**src/verilog/lsbp_map.vh**
```
// Command codes, pin encodings and timing counts for the burst stop / precharge controller
`ifndef LSBP_MAP_VH
`define LSBP_MAP_VH

// User command opcodes
`define LSBP_OP_ACT      3'h0
`define LSBP_OP_READ     3'h1
`define LSBP_OP_WRITE    3'h2
`define LSBP_OP_BST      3'h3
`define LSBP_OP_PRE      3'h4
`define LSBP_OP_PREA     3'h5

// Rising-edge command bits CA3..CA0
`define LSBP_CA_ACT      4'h2
`define LSBP_CA_READ     4'h5
`define LSBP_CA_WRITE    4'h1
`define LSBP_CA_BST      4'h3
`define LSBP_CA_PRE      4'hb
`define LSBP_CA_NOP      4'h7

// Field positions on the command/address bus
`define LSBP_CA_AB_BIT   4
`define LSBP_CA_BA_LO    7
`define LSBP_CA_AP_BIT   0

// Mode settings
`define LSBP_BL          8
`define LSBP_RL          3
`define LSBP_WL          1

// Times in ns; device clock is the controller clock divided by two
`define LSBP_TCK_NS      50
`define LSBP_TRAS_NS     42
`define LSBP_TRPPB_NS    18
`define LSBP_TRPAB_NS    21
`define LSBP_TRTP_NS     8
`define LSBP_TWR_NS      15
`define LSBP_TWTR_NS     8
`define LSBP_TDQSCK_NS   6

// Least times rounded up to whole device clocks, never below one
`define LSBP_RU(t)       ((((t) + `LSBP_TCK_NS - 1) / `LSBP_TCK_NS) < 1 ? 1 : \
                          (((t) + `LSBP_TCK_NS - 1) / `LSBP_TCK_NS))

// Data path
`define LSBP_DQ_W        16
`define LSBP_DM_W        2
`define LSBP_FIFO_DEPTH  8

`endif

```
**src/verilog/lsbp_ctrl.v**
```verilog
// Host-side controller issuing burst stop, precharge and auto-precharge accesses
// How it works
// - Burst stop sent as CS low, CA0 CA1 high, CA2 CA3 low.
// - Burst stop only during a live burst, at most BL/2-1 cycles after it.
// - Read/write turnaround uses the effective length after a stop.
// - Stop only an even number of cycles after the access.
// - One stop per access; next needs a new read or write.
// - Mask pins driven with the same timing as the lane data.
// - Precharge sent as CS low, CA0 CA1 high, CA2 low, CA3 high.
// - Reopen waits tRPab after precharge all, tRPpb after single.
// - Precharge after read no sooner than BL/2, and after tRAS.
// - No precharge before tRAS from that bank's activate.
// - No activate before the precharge time has elapsed.
// - Read-to-precharge tRTP starts BL/2-2 after the read.
// - Write to precharge waits WL+BL/2+1+RU(tWR/tCK).
// - Never stop an access that carries auto-precharge.
`timescale 1ns/1ps
`include "lsbp_map.vh"

module lsbp_ctrl (
    input  wire                         i_mclk,
    input  wire                         i_resetn,
    input  wire                         i_cmd_valid,
    input  wire [2:0]                   i_cmd_op,
    input  wire [2:0]                   i_cmd_bank,
    input  wire [12:0]                  i_cmd_addr,
    input  wire                         i_cmd_ap,
    input  wire                         i_wdata_valid,
    input  wire [2*`LSBP_DQ_W-1:0]      i_wdata,
    input  wire [2*`LSBP_DM_W-1:0]      i_wmask,
    output wire                         o_wdata_ready,
    output reg                          o_cmd_ack,
    output reg                          o_cmd_refused,
    output reg  [7:0]                   o_bank_open,
    output reg                          o_ck,
    output reg                          o_cs_n,
    output reg  [9:0]                   o_ca,
    output reg  [`LSBP_DQ_W-1:0]        o_dq,
    output reg                          o_dq_oe,
    output reg  [`LSBP_DM_W-1:0]        o_dm,
    output reg                          o_dqs,
    output reg                          o_dqs_oe
);

    localparam [5:0] HALF    = `LSBP_BL / 2;
    localparam [5:0] RAS_CK  = `LSBP_RU(`LSBP_TRAS_NS);
    localparam [5:0] RPPB_CK = `LSBP_RU(`LSBP_TRPPB_NS);
    localparam [5:0] RPAB_CK = `LSBP_RU(`LSBP_TRPAB_NS);
    localparam [5:0] RTP_CK  = `LSBP_RU(`LSBP_TRTP_NS);
    localparam [5:0] WR_CK   = `LSBP_RU(`LSBP_TWR_NS);
    localparam [5:0] WTR_CK  = `LSBP_RU(`LSBP_TWTR_NS);
    localparam [5:0] DQSCK   = `LSBP_RU(`LSBP_TDQSCK_NS);
    localparam [5:0] RL      = `LSBP_RL;
    localparam [5:0] WL      = `LSBP_WL;
    localparam [5:0] RTP2    = (RTP_CK > 6'h02) ? RTP_CK : 6'h02;
    localparam [5:0] RD_PRE  = HALF + RTP2 - 6'h02;
    localparam [5:0] WR_PRE  = WL + HALF + 6'h01 + WR_CK;
    localparam [5:0] RD_WR   = RL + DQSCK + HALF + 6'h01 - WL;
    localparam [5:0] WR_RD   = WL + 6'h01 + HALF + WTR_CK;
    localparam [5:0] BST_RPRE = (RTP2 > 6'h03) ? (RTP2 - 6'h02) : 6'h01;
    localparam [5:0] BST_WPRE = WL + WR_CK + 6'h01;
    localparam [5:0] BST_RWR  = RL + DQSCK + 6'h01 - WL;
    localparam [5:0] BST_WRD  = WL + 6'h01 + WTR_CK;
    localparam [3:0] FIFO_CW  = 4'h4;

    // Reset release through two flops
    reg         rst_meta_n, rst_n;
    always @(posedge i_mclk or negedge i_resetn) begin
        if (!i_resetn) begin
            rst_meta_n <= 1'b0;
            rst_n      <= 1'b0;
        end else begin
            rst_meta_n <= 1'b1;
            rst_n      <= rst_meta_n;
        end
    end

    // Write data FIFO, two beats per word
    wire                               fifo_out_valid;
    wire [2*(`LSBP_DQ_W+`LSBP_DM_W)-1:0] fifo_out_data;
    wire [FIFO_CW-1:0]                 fifo_count;
    wire                               fifo_pop;
    lsbp_fifo #(
        .W (2*(`LSBP_DQ_W+`LSBP_DM_W)),
        .D (`LSBP_FIFO_DEPTH),
        .CW(FIFO_CW)
    ) u_fifo (
        .i_clk      (i_mclk),
        .i_rst_n    (rst_n),
        .i_in_valid (i_wdata_valid),
        .i_in_data  ({i_wmask[2*`LSBP_DM_W-1:`LSBP_DM_W], i_wdata[2*`LSBP_DQ_W-1:`LSBP_DQ_W],
                      i_wmask[`LSBP_DM_W-1:0], i_wdata[`LSBP_DQ_W-1:0]}),
        .o_in_ready (o_wdata_ready),
        .o_out_valid(fifo_out_valid),
        .o_out_data (fifo_out_data),
        .i_out_ready(fifo_pop),
        .o_count    (fifo_count)
    );

    // Per-bank timers and burst tracking
    reg  [5:0]  ras_wait [0:7], pre_wait [0:7], act_wait [0:7];
    reg         ph, live, live_wr, live_ap, bst_done, fall_ap;
    reg  [5:0]  rd_wait, wr_wait, age, wlat, wleft, wdrv, fall_ca;
    reg  [2:0]  live_bank;
    reg  [`LSBP_DQ_W+`LSBP_DM_W-1:0] fall_hold;
    integer     b;

    // Command legality for the request on offer
    reg         legal, refuse, all_pre_ok;
    always @* begin
        legal      = 1'b0;
        refuse     = 1'b0;
        all_pre_ok = 1'b1;
        for (b = 0; b < 8; b = b + 1) begin
            if (ras_wait[b] != 6'h00 || pre_wait[b] != 6'h00) begin
                all_pre_ok = 1'b0;
            end
        end
        case (i_cmd_op)
            `LSBP_OP_ACT: begin
                legal = !o_bank_open[i_cmd_bank] && act_wait[i_cmd_bank] == 6'h00;
            end
            `LSBP_OP_READ: begin
                legal = o_bank_open[i_cmd_bank] && rd_wait == 6'h00 && wleft == 6'h00;
            end
            `LSBP_OP_WRITE: begin
                legal = o_bank_open[i_cmd_bank] && wr_wait == 6'h00 && wleft == 6'h00 &&
                        fifo_count >= HALF[FIFO_CW-1:0];
            end
            `LSBP_OP_BST: begin
                // Stop only inside the burst, on an even cycle, once, never on auto-precharge
                refuse = !live || bst_done || live_ap || age[0] ||
                         age > HALF - 6'h01;
                legal  = !refuse;
            end
            `LSBP_OP_PRE: begin
                legal = ras_wait[i_cmd_bank] == 6'h00 && pre_wait[i_cmd_bank] == 6'h00;
            end
            `LSBP_OP_PREA: legal = all_pre_ok;
            default: refuse = 1'b1;
        endcase
    end

    wire take = rst_n && !ph && i_cmd_valid && legal;
    wire drop = rst_n && !ph && i_cmd_valid && refuse;

    // Command engine: decide on the rising half, send fall word on the other
    always @(posedge i_mclk or negedge rst_n) begin
        if (!rst_n) begin
            ph            <= 1'b0;
            o_ck          <= 1'b0;
            o_cs_n        <= 1'b1;
            o_ca          <= 10'h000;
            o_cmd_ack     <= 1'b0;
            o_cmd_refused <= 1'b0;
            o_bank_open   <= 8'h00;
            rd_wait       <= 6'h00;
            wr_wait       <= 6'h00;
            age           <= 6'h00;
            live          <= 1'b0;
            live_wr       <= 1'b0;
            live_ap       <= 1'b0;
            bst_done      <= 1'b0;
            live_bank     <= 3'h0;
            fall_ca       <= 6'h00;
            fall_ap       <= 1'b0;
            for (b = 0; b < 8; b = b + 1) begin
                ras_wait[b] <= 6'h00;
                pre_wait[b] <= 6'h00;
                act_wait[b] <= 6'h00;
            end
        end else begin
            ph            <= !ph;
            o_ck          <= !ph;
            o_cmd_ack     <= take;
            o_cmd_refused <= drop;
            if (ph) begin
                // Falling half: address or auto-precharge bit
                o_ca <= {fall_ca[5:0], 3'h0, fall_ap};
            end else begin
                // Age every timer once per device clock
                for (b = 0; b < 8; b = b + 1) begin
                    if (ras_wait[b] != 6'h00) ras_wait[b] <= ras_wait[b] - 6'h01;
                    if (pre_wait[b] != 6'h00) pre_wait[b] <= pre_wait[b] - 6'h01;
                    if (act_wait[b] != 6'h00) act_wait[b] <= act_wait[b] - 6'h01;
                end
                if (rd_wait != 6'h00) rd_wait <= rd_wait - 6'h01;
                if (wr_wait != 6'h00) wr_wait <= wr_wait - 6'h01;
                if (live) begin
                    age <= age + 6'h01;
                    if (age >= HALF - 6'h01) live <= 1'b0;
                end
                o_cs_n  <= !take;
                o_ca    <= {6'h00, `LSBP_CA_NOP};
                fall_ca <= 6'h00;
                fall_ap <= 1'b0;
                if (take) begin
                    case (i_cmd_op)
                        `LSBP_OP_ACT: begin
                            o_ca <= {i_cmd_bank, i_cmd_addr[2:0], `LSBP_CA_ACT};
                            fall_ca <= i_cmd_addr[8:3];
                            o_bank_open[i_cmd_bank] <= 1'b1;
                            ras_wait[i_cmd_bank] <= RAS_CK;
                        end
                        `LSBP_OP_READ, `LSBP_OP_WRITE: begin
                            o_ca <= {i_cmd_bank, 1'b0, i_cmd_addr[1:0],
                                     (i_cmd_op == `LSBP_OP_READ) ? `LSBP_CA_READ : `LSBP_CA_WRITE};
                            fall_ca <= i_cmd_addr[7:2];
                            fall_ap <= i_cmd_ap;
                            live      <= 1'b1;
                            live_wr   <= (i_cmd_op == `LSBP_OP_WRITE);
                            live_ap   <= i_cmd_ap;
                            bst_done  <= 1'b0;
                            live_bank <= i_cmd_bank;
                            age       <= 6'h01;
                            if (i_cmd_op == `LSBP_OP_READ) begin
                                wr_wait <= RD_WR;
                                if (pre_wait[i_cmd_bank] < RD_PRE)
                                    pre_wait[i_cmd_bank] <= RD_PRE;
                                if (i_cmd_ap)
                                    act_wait[i_cmd_bank] <= RD_PRE + RPPB_CK;
                            end else begin
                                rd_wait <= WR_RD;
                                if (pre_wait[i_cmd_bank] < WR_PRE)
                                    pre_wait[i_cmd_bank] <= WR_PRE;
                                if (i_cmd_ap)
                                    act_wait[i_cmd_bank] <= WR_PRE + RPPB_CK;
                            end
                            // Auto-precharge closes the bank; plain access keeps it open
                            if (i_cmd_ap)
                                o_bank_open[i_cmd_bank] <= 1'b0;
                        end
                        `LSBP_OP_BST: begin
                            o_ca     <= {6'h00, `LSBP_CA_BST};
                            live     <= 1'b0;
                            bst_done <= 1'b1;
                            // Spacing recomputed from the effective length 2 x age
                            if (live_wr) begin
                                rd_wait <= BST_WRD;
                                pre_wait[live_bank] <= BST_WPRE;
                            end else begin
                                wr_wait <= BST_RWR;
                                pre_wait[live_bank] <= BST_RPRE;
                            end
                        end
                        `LSBP_OP_PRE: begin
                            o_ca <= {i_cmd_bank, 2'h0, 1'b0, `LSBP_CA_PRE};
                            o_bank_open[i_cmd_bank] <= 1'b0;
                            act_wait[i_cmd_bank] <= RPPB_CK;
                        end
                        `LSBP_OP_PREA: begin
                            o_ca <= {3'h0, 2'h0, 1'b1, `LSBP_CA_PRE};
                            o_bank_open <= 8'h00;
                            for (b = 0; b < 8; b = b + 1)
                                act_wait[b] <= RPAB_CK;
                        end
                        default: o_ca <= {6'h00, `LSBP_CA_NOP};
                    endcase
                end
            end
        end
    end

    // Write data: WL clocks after the write, one FIFO word per device clock
    wire wr_start = take && (i_cmd_op == `LSBP_OP_WRITE);
    wire wr_stop  = take && (i_cmd_op == `LSBP_OP_BST) && live_wr;
    assign fifo_pop = rst_n && !ph && wleft != 6'h00 && wlat == 6'h00 && fifo_out_valid;

    always @(posedge i_mclk or negedge rst_n) begin
        if (!rst_n) begin
            wlat      <= 6'h00;
            wleft     <= 6'h00;
            wdrv      <= 6'h00;
            fall_hold <= {(`LSBP_DQ_W+`LSBP_DM_W){1'b0}};
            o_dq      <= {`LSBP_DQ_W{1'b0}};
            o_dm      <= {`LSBP_DM_W{1'b0}};
            o_dq_oe   <= 1'b0;
            o_dqs     <= 1'b0;
            o_dqs_oe  <= 1'b0;
        end else if (ph) begin
            // Falling beat: data and mask move together
            o_dq  <= fall_hold[`LSBP_DQ_W-1:0];
            o_dm  <= fall_hold[`LSBP_DQ_W+`LSBP_DM_W-1:`LSBP_DQ_W];
            o_dqs <= 1'b0;
        end else begin
            if (wlat != 6'h00) wlat <= wlat - 6'h01;
            if (wr_start) begin
                wlat  <= WL - 6'h01;                            // First word WL clocks on
                wleft <= HALF;
                wdrv  <= HALF;
            end else if (fifo_pop) begin
                wleft <= wleft - 6'h01;
                wdrv  <= (wr_stop ? wdrv - (HALF - age) : wdrv) - ((wdrv != 6'h00) ? 6'h01 : 6'h00);
            end else if (wr_stop) begin
                wdrv  <= wdrv - (HALF - age);
            end
            // Words past a stop are drained with the pins released
            o_dq_oe  <= fifo_pop && wdrv != 6'h00;
            o_dqs_oe <= fifo_pop && wdrv != 6'h00;
            o_dqs    <= fifo_pop && wdrv != 6'h00;
            o_dq     <= fifo_out_data[`LSBP_DQ_W-1:0];
            o_dm     <= fifo_out_data[`LSBP_DQ_W+`LSBP_DM_W-1:`LSBP_DQ_W];
            fall_hold <= fifo_out_data[2*(`LSBP_DQ_W+`LSBP_DM_W)-1:`LSBP_DQ_W+`LSBP_DM_W];
        end
    end

endmodule // lsbp_ctrl

// Synchronous FIFO with registered input ready
module lsbp_fifo #(
    parameter W  = 36,
    parameter D  = 8,
    parameter CW = 4
) (
    input  wire          i_clk,
    input  wire          i_rst_n,
    input  wire          i_in_valid,
    input  wire [W-1:0]  i_in_data,
    output reg           o_in_ready,
    output wire          o_out_valid,
    output wire [W-1:0]  o_out_data,
    input  wire          i_out_ready,
    output reg  [CW-1:0] o_count
);
    reg  [W-1:0]  mem [0:D-1];
    reg  [CW-2:0] wp, rp;
    wire          push = i_in_valid && o_in_ready;
    wire          pop  = i_out_ready && o_out_valid;
    reg  [CW-1:0] next_count;

    assign o_out_valid = (o_count != {CW{1'b0}});
    assign o_out_data  = mem[rp];

    // Occupancy after this edge
    always @* begin
        next_count = o_count + {{(CW-1){1'b0}}, push} - {{(CW-1){1'b0}}, pop};
    end

    // Pointers, count and registered ready
    always @(posedge i_clk or negedge i_rst_n) begin
        if (!i_rst_n) begin
            wp         <= {(CW-1){1'b0}};
            rp         <= {(CW-1){1'b0}};
            o_count    <= {CW{1'b0}};
            o_in_ready <= 1'b0;
        end else begin
            if (push) wp <= wp + 1'b1;
            if (pop)  rp <= rp + 1'b1;
            o_count    <= next_count;
            o_in_ready <= (next_count != D[CW-1:0]);
        end
    end

    // Storage
    always @(posedge i_clk) begin
        if (push) mem[wp] <= i_in_data;
    end
endmodule // lsbp_fifo

```
**config.mk**
```make
export PLATFORM = sky130hd
export DESIGN_NAME = lsbp_ctrl
export DESIGN_NICKNAME = d
export VERILOG_FILES = /design/src/verilog/lsbp_ctrl.v
export VERILOG_INCLUDE_DIRS = /design/src /design/src/verilog
export SDC_FILE = /design/constraint.sdc
export NUM_CORES = 1
export LEC_CHECK = 0
export ABC_AREA = 1
export CORE_MARGIN = 5
export CORE_UTILIZATION = 30
export DETAILED_ROUTE_END_ITERATION = 8
export DONT_BUFFER_PORTS = 1
export GPL_TIMING_DRIVEN = 0
export PLACE_DENSITY = 0.43
export SLEW_MARGIN = 25
export SYNTH_ARGS = -nofsm -noshare
export SYNTH_HDL_FRONTEND = slang
export SYNTH_SLANG_ARGS = --single-unit
```
**constraint.sdc**
```tcl
create_clock -name i_mclk -period 12 [get_ports i_mclk]
set_input_delay 0.6 -clock i_mclk [delete_from_list [all_inputs] [get_ports i_mclk]]
set_output_delay 0.6 -clock i_mclk [all_outputs]
set_load 0.01 [all_outputs]
```
* After elaboration in Yosys (flattened, before gate mapping)
Memory sizes are Yosys's and may differ from the RTL's.
Index checks and enable logic that the tools add are counted.
** Word-level totals
- Bits in registers :: 267
- Logic and storage cells :: 356
- Input bits :: 60
- Memories kept :: 1
- Memory bits (writable) :: 288
** Memories
- u_fifo.mem :: words 8, bits a word 36, rd ports 1, clocked after memory_dff 0, wr ports 1, line lsbp_ctrl.v:325 : reg [W-1:0] mem [0:D-1];
** Cells by class
- Reductions and logical operators :: 89
- Bitwise operators :: 29
- Eq/ne operators :: 7
- $add $sub $neg :: 36
- $lt $le $gt $ge :: 11
- Mux-type cells :: 129
** Operator list (count)
- two-way mux 48 bit :: 11
- two-way mux 6 bit :: 75
- bitwise AND 40 bit :: 5
- nonzero test 6 bit :: 29
- subtractor 6 x 1 -> 6 bit, second input constant :: 28
- NOT 40 bit :: 4
- case mux 48 bit (3 select lines) :: 1
- case mux 48 bit (2 select lines) :: 1
- bitwise AND 32 bit :: 2
- NOT 32 bit :: 2
- binary-select mux 6 bit (select 3 bit) :: 3
- case mux 10 bit (5 select lines) :: 1
- OR 8 bit :: 6
- logical NOT 6 bit :: 7
- demux 6 bit (select 3 bit) :: 2
- case mux 6 bit (2 select lines) :: 3
- OR 16 bit :: 2
- case mux 8 bit (4 select lines) :: 1
- bitwise AND 24 bit :: 1
- NOT 24 bit :: 1
- OR 24 bit :: 1
- logical AND 1 bit :: 23
- two-way mux 10 bit :: 2
- two-way mux 1 bit :: 19
- other kinds (42) :: 71

* Depth between registers and ports, before layout
- Depth after elaboration :: 18
- Depth in mapped cells :: 24

* By module
From an unflattened synthesis, not the netlist that was laid out.
** Unflattened totals
- Cell total of the unflattened synthesis :: 3506
- Area, all modules :: 29155.5 µm²
** By module, submodules not included
- lsbp_ctrl :: instances 1, sequential area each 6407.4 µm², area each 16054.1 µm², cells each 2193
- lsbp_fifo :: instances 1, sequential area each 8923.6 µm², area each 13101.3 µm², cells each 1313

* Worst setup path before layout
OpenSTA, ideal clock, no wires.
- Path kind :: reg2reg
- Start :: register rst_n
- End :: register wdrv[5]
- Stages on the path, launching flop included :: 13
- Clock period less this slack :: 8.703 ns
- Buffers on the path :: 0
- Setup slack :: 3.297 ns
- Arrival :: 8.585 ns
- Library setup time :: 0.117 ns
- Required time :: 11.883 ns
- Path through :: dfrtp_1 nand3_1 a21oi_1 nand3_2 o21ai_1 inv_1 ha_1 nand3_1 nor2_1 nand2_1 nand2_1 nand3_1 nand2_1
** On the way
- Cells in the longest elaborated chain, start to end :: 9
- Elaborated cells between the ends (all ways) :: 13
** RTL lines
- from (decl) :: line lsbp_ctrl.v:67 : reg rst_meta_n, rst_n;
- from (signal assigned) :: line lsbp_ctrl.v:74 : rst_n <= rst_meta_n;
- logical AND 1 bit (*) :: line lsbp_ctrl.v:144, lsbp_ctrl.v:267
- logical AND 1 bit (2 in a row) :: line lsbp_ctrl.v:144 : wire take = rst_n && !ph && i_cmd_valid && legal;
- logical AND 1 bit (2 in a row) :: line lsbp_ctrl.v:266 : wire wr_stop = take && (i_cmd_op == `LSBP_OP_BST) && live_wr;
- two-way mux 6 bit
- subtractor 6 x 1 -> 6 bit :: line lsbp_ctrl.v:293 : wdrv <= (wr_stop ? wdrv - (HALF - age) : wdrv) - ((wdrv != 6'h00) ? 6'h01 : 6'h00);
- two-way mux 6 bit :: line lsbp_ctrl.v:291 : end else if (fifo_pop) begin
- two-way mux 6 bit (*) :: line lsbp_ctrl.v:287 : if (wr_start) begin
- to (signal assigned) :: line lsbp_ctrl.v:293
- to (signal assigned) :: line lsbp_ctrl.v:295 : wdrv <= wdrv - (HALF - age);
- to (decl) :: line lsbp_ctrl.v:103 : reg [5:0] rd_wait, wr_wait, age, wlat, wleft, wdrv, fall_ca;
Every way passes the cells marked *; elsewhere a longest branch is shown, timed or not.
A chain may end at the register's enable or synchronous reset.

* Worst setup path in the final report
- Start :: register rst_n
- End :: register u_fifo.o_in_ready
** On the way
- Cells in the longest elaborated chain, start to end :: 7
** RTL lines
- logical AND 1 bit (4 in a row) :: line lsbp_ctrl.v:267 : assign fifo_pop = rst_n && !ph && wleft != 6'h00 && wlat == 6'h00 && fifo_out_valid;
- logical AND 1 bit :: line lsbp_ctrl.v:328 : wire pop = i_out_ready && o_out_valid;
- net u_fifo.pop :: line lsbp_ctrl.v:328
- subtractor 4 x 1 -> 4 bit :: line lsbp_ctrl.v:336 : next_count = o_count + {{(CW-1){1'b0}}, push} - {{(CW-1){1'b0}}, pop};
- net u_fifo.next_count[1] :: line lsbp_ctrl.v:329 : reg [CW-1:0] next_count;
- inequality test 4 bit :: line lsbp_ctrl.v:350 : o_in_ready <= (next_count != D[CW-1:0]);
- to (signal assigned) :: line lsbp_ctrl.v:350
- to (decl) :: line lsbp_ctrl.v:319 : output reg o_in_ready,
The timed path passes the listed nets, and every way through them passes these cells.

==> run_results.csv <==
group,metric,value,unit
power_and_ir_drop,leakagePower,13.25,nW
synth,synth_area_per_cell,9.658,sq um
synth,ys_async_sr_fraction,48.11,%
critical_path,reg2reg_depth,11,
routing,routed_wirelength,95620,um
sta,setup_viol,0,
floorplan,num_io_pins,104,
power_and_ir_drop,swShare,35.56,%
routing,drc_errors,0,
critical_path,r2r_slack,8.10,ns
synth,synth_nets,2964,
cts,cts_buffers,69,
finish,nFillCells,9187,
finish,drive_gt1_share,6.990,%
critical_path,crit_required,12.50,ns
power_and_ir_drop,vdd_drop_max,0.1010,mV
sta,maxSlewHeadroom,25.91,%
hold_path,hold_path_class,"input port to register",
floorplan,fp.dieH,312.4,um
routing,wl_per_cell,22.89,um
synth,synth_area,27440,sq um
synth,netlist.area_leader.share,31.52,%
power_and_ir_drop,p_per_area,214.4,nW/um^2
finish,utilization,34.88,%
floorplan,std_cell_rows,111,
critical_path,critPathKind,"register to register",
global_routing,antenna_found_initial,7,
run_status,outcome,"completed",
synth,synthCells,2841,
synth,synth_top_family_by_area,"simple AND/OR/NAND/NOR gates",
placement,pre_cts_ws,7.890,ns
global_routing,grt_start_max_net_pins,46,
power_and_ir_drop,power_frac_comb,29.6,%
sta,fin_skew,0.03212,ns
finish,final_cell_mix,"nand2_1, inv_1, edfxtp_1",
sta,setup_ws,8.101,ns
routing,firstDrtPassIters,6,
synth,synth_seq_area_share,55.88,%
cts,ctsHoldBuffers,1,
routing,num_vias,21583,
critical_path,cp-startpoint,"rst_n",
critical_path,rr_endpoint,"u_fifo.o_in_ready",
cts,clock_latency,0.65,ns
synth,synth_warnings,0,
power_and_ir_drop,pwr-share-clk,30.3,%
synth,synth_area_leader_cell,"edfxtp_1",
cts,cts_sinks,555,
sta,hold_violations,0,
cts,path_clk_slew,0.06,ns
synth,yosys.area_share.adder,2.928,%
cts,tritoncts,"yes",
power_and_ir_drop,power_switching,2.427,mW
synth,synth_ff_type,"edfxtp_1",
synth,ys_types,56,
critical_path,r2r-start,"rst_n",
routing,first_iter_violations,1894,
sta,tightest_slew,1.111,ns
floorplan,die_area,97610,sq um
sta,max_freq,256.5,MHz
finish,layout_commonest_cell,"nand2_1",
cts,cts_setup_buffers,0,
placement,dp_hpwl,67840,um
synth,synth_mux_area_share,2.627,%
power_and_ir_drop,seqPwrFrac,40.1,%
cts,ctsResizeCount,0,
synth,netlist_top_cells_area,"edfxtp_1, dfrtp_1, nand2_1",
global_routing,grt_first_pass_wirelength,141300,um
flow_run,maxCapViolCount,0,
synth,synth-simple-area-share,15.23,%
sta,period_needed,3.899,ns
floorplan,core_area,91250,sq um
routing,antenna_left,0,
floorplan,start_util,30.07,%
global_routing,grt_overflow,0,
power_and_ir_drop,internal-power,4.397,mW
placement,gp_congestion,0.9395,
synth,synth_compound_area_share,13.26,%
synth,ys_ff_latch,555,
finish,syn_to_final_growth,16.01,%
sta,finalMaxSlewViolations,0,
sta,rsz0062_at_grt,"no",
floorplan,die_x,312.4,um
placement,port_buffers,0,
cts,cts_buffer_depth,3,
synth,synth_edf_count,288,
routing,via_per_inst,5.166,
cts,cts_root_buffer,"clkbuf_16",
finish,nets,3058,
critical_path,crit_arrival,4.40,ns
critical_path,end_kind,"register",
global_routing,first_global_vias,21614,
critical_path,start_kind,"register",
sta,fin_crit_sh,32.49,%
synth,yosys.area_share.xor_xnor,3.831,%
critical_path,critPathMaxFanout,45,
cts,htreeDepth,3,
critical_path,critPathCapture,"u_fifo.o_in_ready",
power_and_ir_drop,p_total,6.823,mW
global_routing,track_usage,19.17,%
metal layers:
layer / global-route usage, % / wire (um) / vias to the layer above
met2: 32.92 / 46830 / 687
met1: 24.02 / 39450 / 10698
met5: 0 / 13 / -
li1: - / - / 10005
met4: 7.542 / 3770 / 2
met3: 3.508 / 5552 / 191
kinds of logic (layout without fill, tap and decap cells):
logic type / after synthesis / count (layout)
simple gates: 986 / 986
compound gates: 610 / 610
flops: 555 / 555
buf+inv: 434 / 583
xor+xnor: 120 / 120
mux: 72 / 72
fa+ha+maj: 63 / 63
other cells: 1 / 3
cells in the mapped netlist, types with 9 or more instances:
library cell and instances:
mux2i_1 72, nor2_1 281, nand4_1 17, edfxtp_1 288, a21oi_1 98, inv_2 16, nor3_1 38, o21ai_1 13
nand3_1 171, clkbuf_1 84, a31oi_1 15, xnor2_1 15, buf_2 9, inv_1 300, o21ai_0 277, buf_1 9
o22ai_1 65, a22oi_1 13, nor2_2 10, o21a_1 10, dfrtp_1 266, xor2_1 105, ha_1 61, nand2_1 441
o211ai_1 14, o221ai_1 73
worst min path at each step:
stage	cells past startpoint	endpoint	from	slack, ns
2_1_floorplan	0	rst_meta_n	i_resetn	0.30
3_3_place_gp	0	rst_meta_n	i_resetn	0.30
3_5_place_dp	0	rst_meta_n	i_resetn	0.30
4_1_cts	0	u_fifo.mem[1][2]	i_wdata[2]	0.006
5_1_grt	0	u_fifo.mem[0][16]	i_wmask[0]	0.02
6_report	0	u_fifo.mem[4][18]	i_wdata[16]	0.05
stage by stage:
step | hold slack, ns | setup TNS [ns] | instance area, sq um | std cells
6_report | 0.04619 | 0 | 31830 | 4178
5_1_grt | 0.01701 | 0 | 31830 | 4177
4_1_cts | 0.005568 | 0 | 31820 | 4176
3_5_place_dp | 0.3045 | 0 | 29590 | 4049
3_3_place_gp | 0.3045 | -466.15 | 28920 | 4027
2_1_floorplan | 0.3044 | 0 | 27440 | 2841
power groups by stage:
stage	Clock, mW	Sequential (mW)	Combinational, mW
global route	2.21	2.78	2.28
floorplan	0	2.71	1.40
CTS	2.13	2.73	2.03
global placement	0	2.79	1.87
detailed placement	0	2.76	2.02
finish	2.07	2.73	2.02
critical path: stages (launching register included):
cell and delay (ns):
dfrtp_4 0.76, buf_16 0.33, buf_16 0.27, nand3_1 0.14
nor3_1 0.26, clkbuf_1 0.60, ha_1 0.36, inv_1 0.05
ha_1 0.18, fa_1 0.44, nor3_1 0.19, nand2_1 0.11
flip-flops by register name, indices dropped and copies added, names as in the netlist, 2 cells and up:
signal	count
act_wait	48
age	6
fall_ca	6
fall_hold	18
live_bank	3
o_bank_open	8
o_ca	10
o_dm	2
o_dq	16
pre_wait	48
ras_wait	48
rd_wait	6
u_fifo.mem	288
u_fifo.o_count	4
u_fifo.rp	3
u_fifo.wp	3
wdrv	6
wlat	6
wleft	6
wr_wait	6
area by class of cell:
class / instances / area, sq um / area share [%]
well taps: 1186 / 1484 / 4.662
diodes: 2 / 5.005 / 0.01572
inverters: 320 / 1206 / 3.789
plain buffers: 114 / 515.5 / 1.620
clock buffers: 98 / 1908 / 5.995
multi-input cells: 1852 / 10450 / 32.84
clock inverters: 28 / 314.1 / 0.9867
flip-flops and latches: 555 / 15330 / 48.18
repair buffers: 23 / 608.1 / 1.910
(Power assumes the default switching activity.)
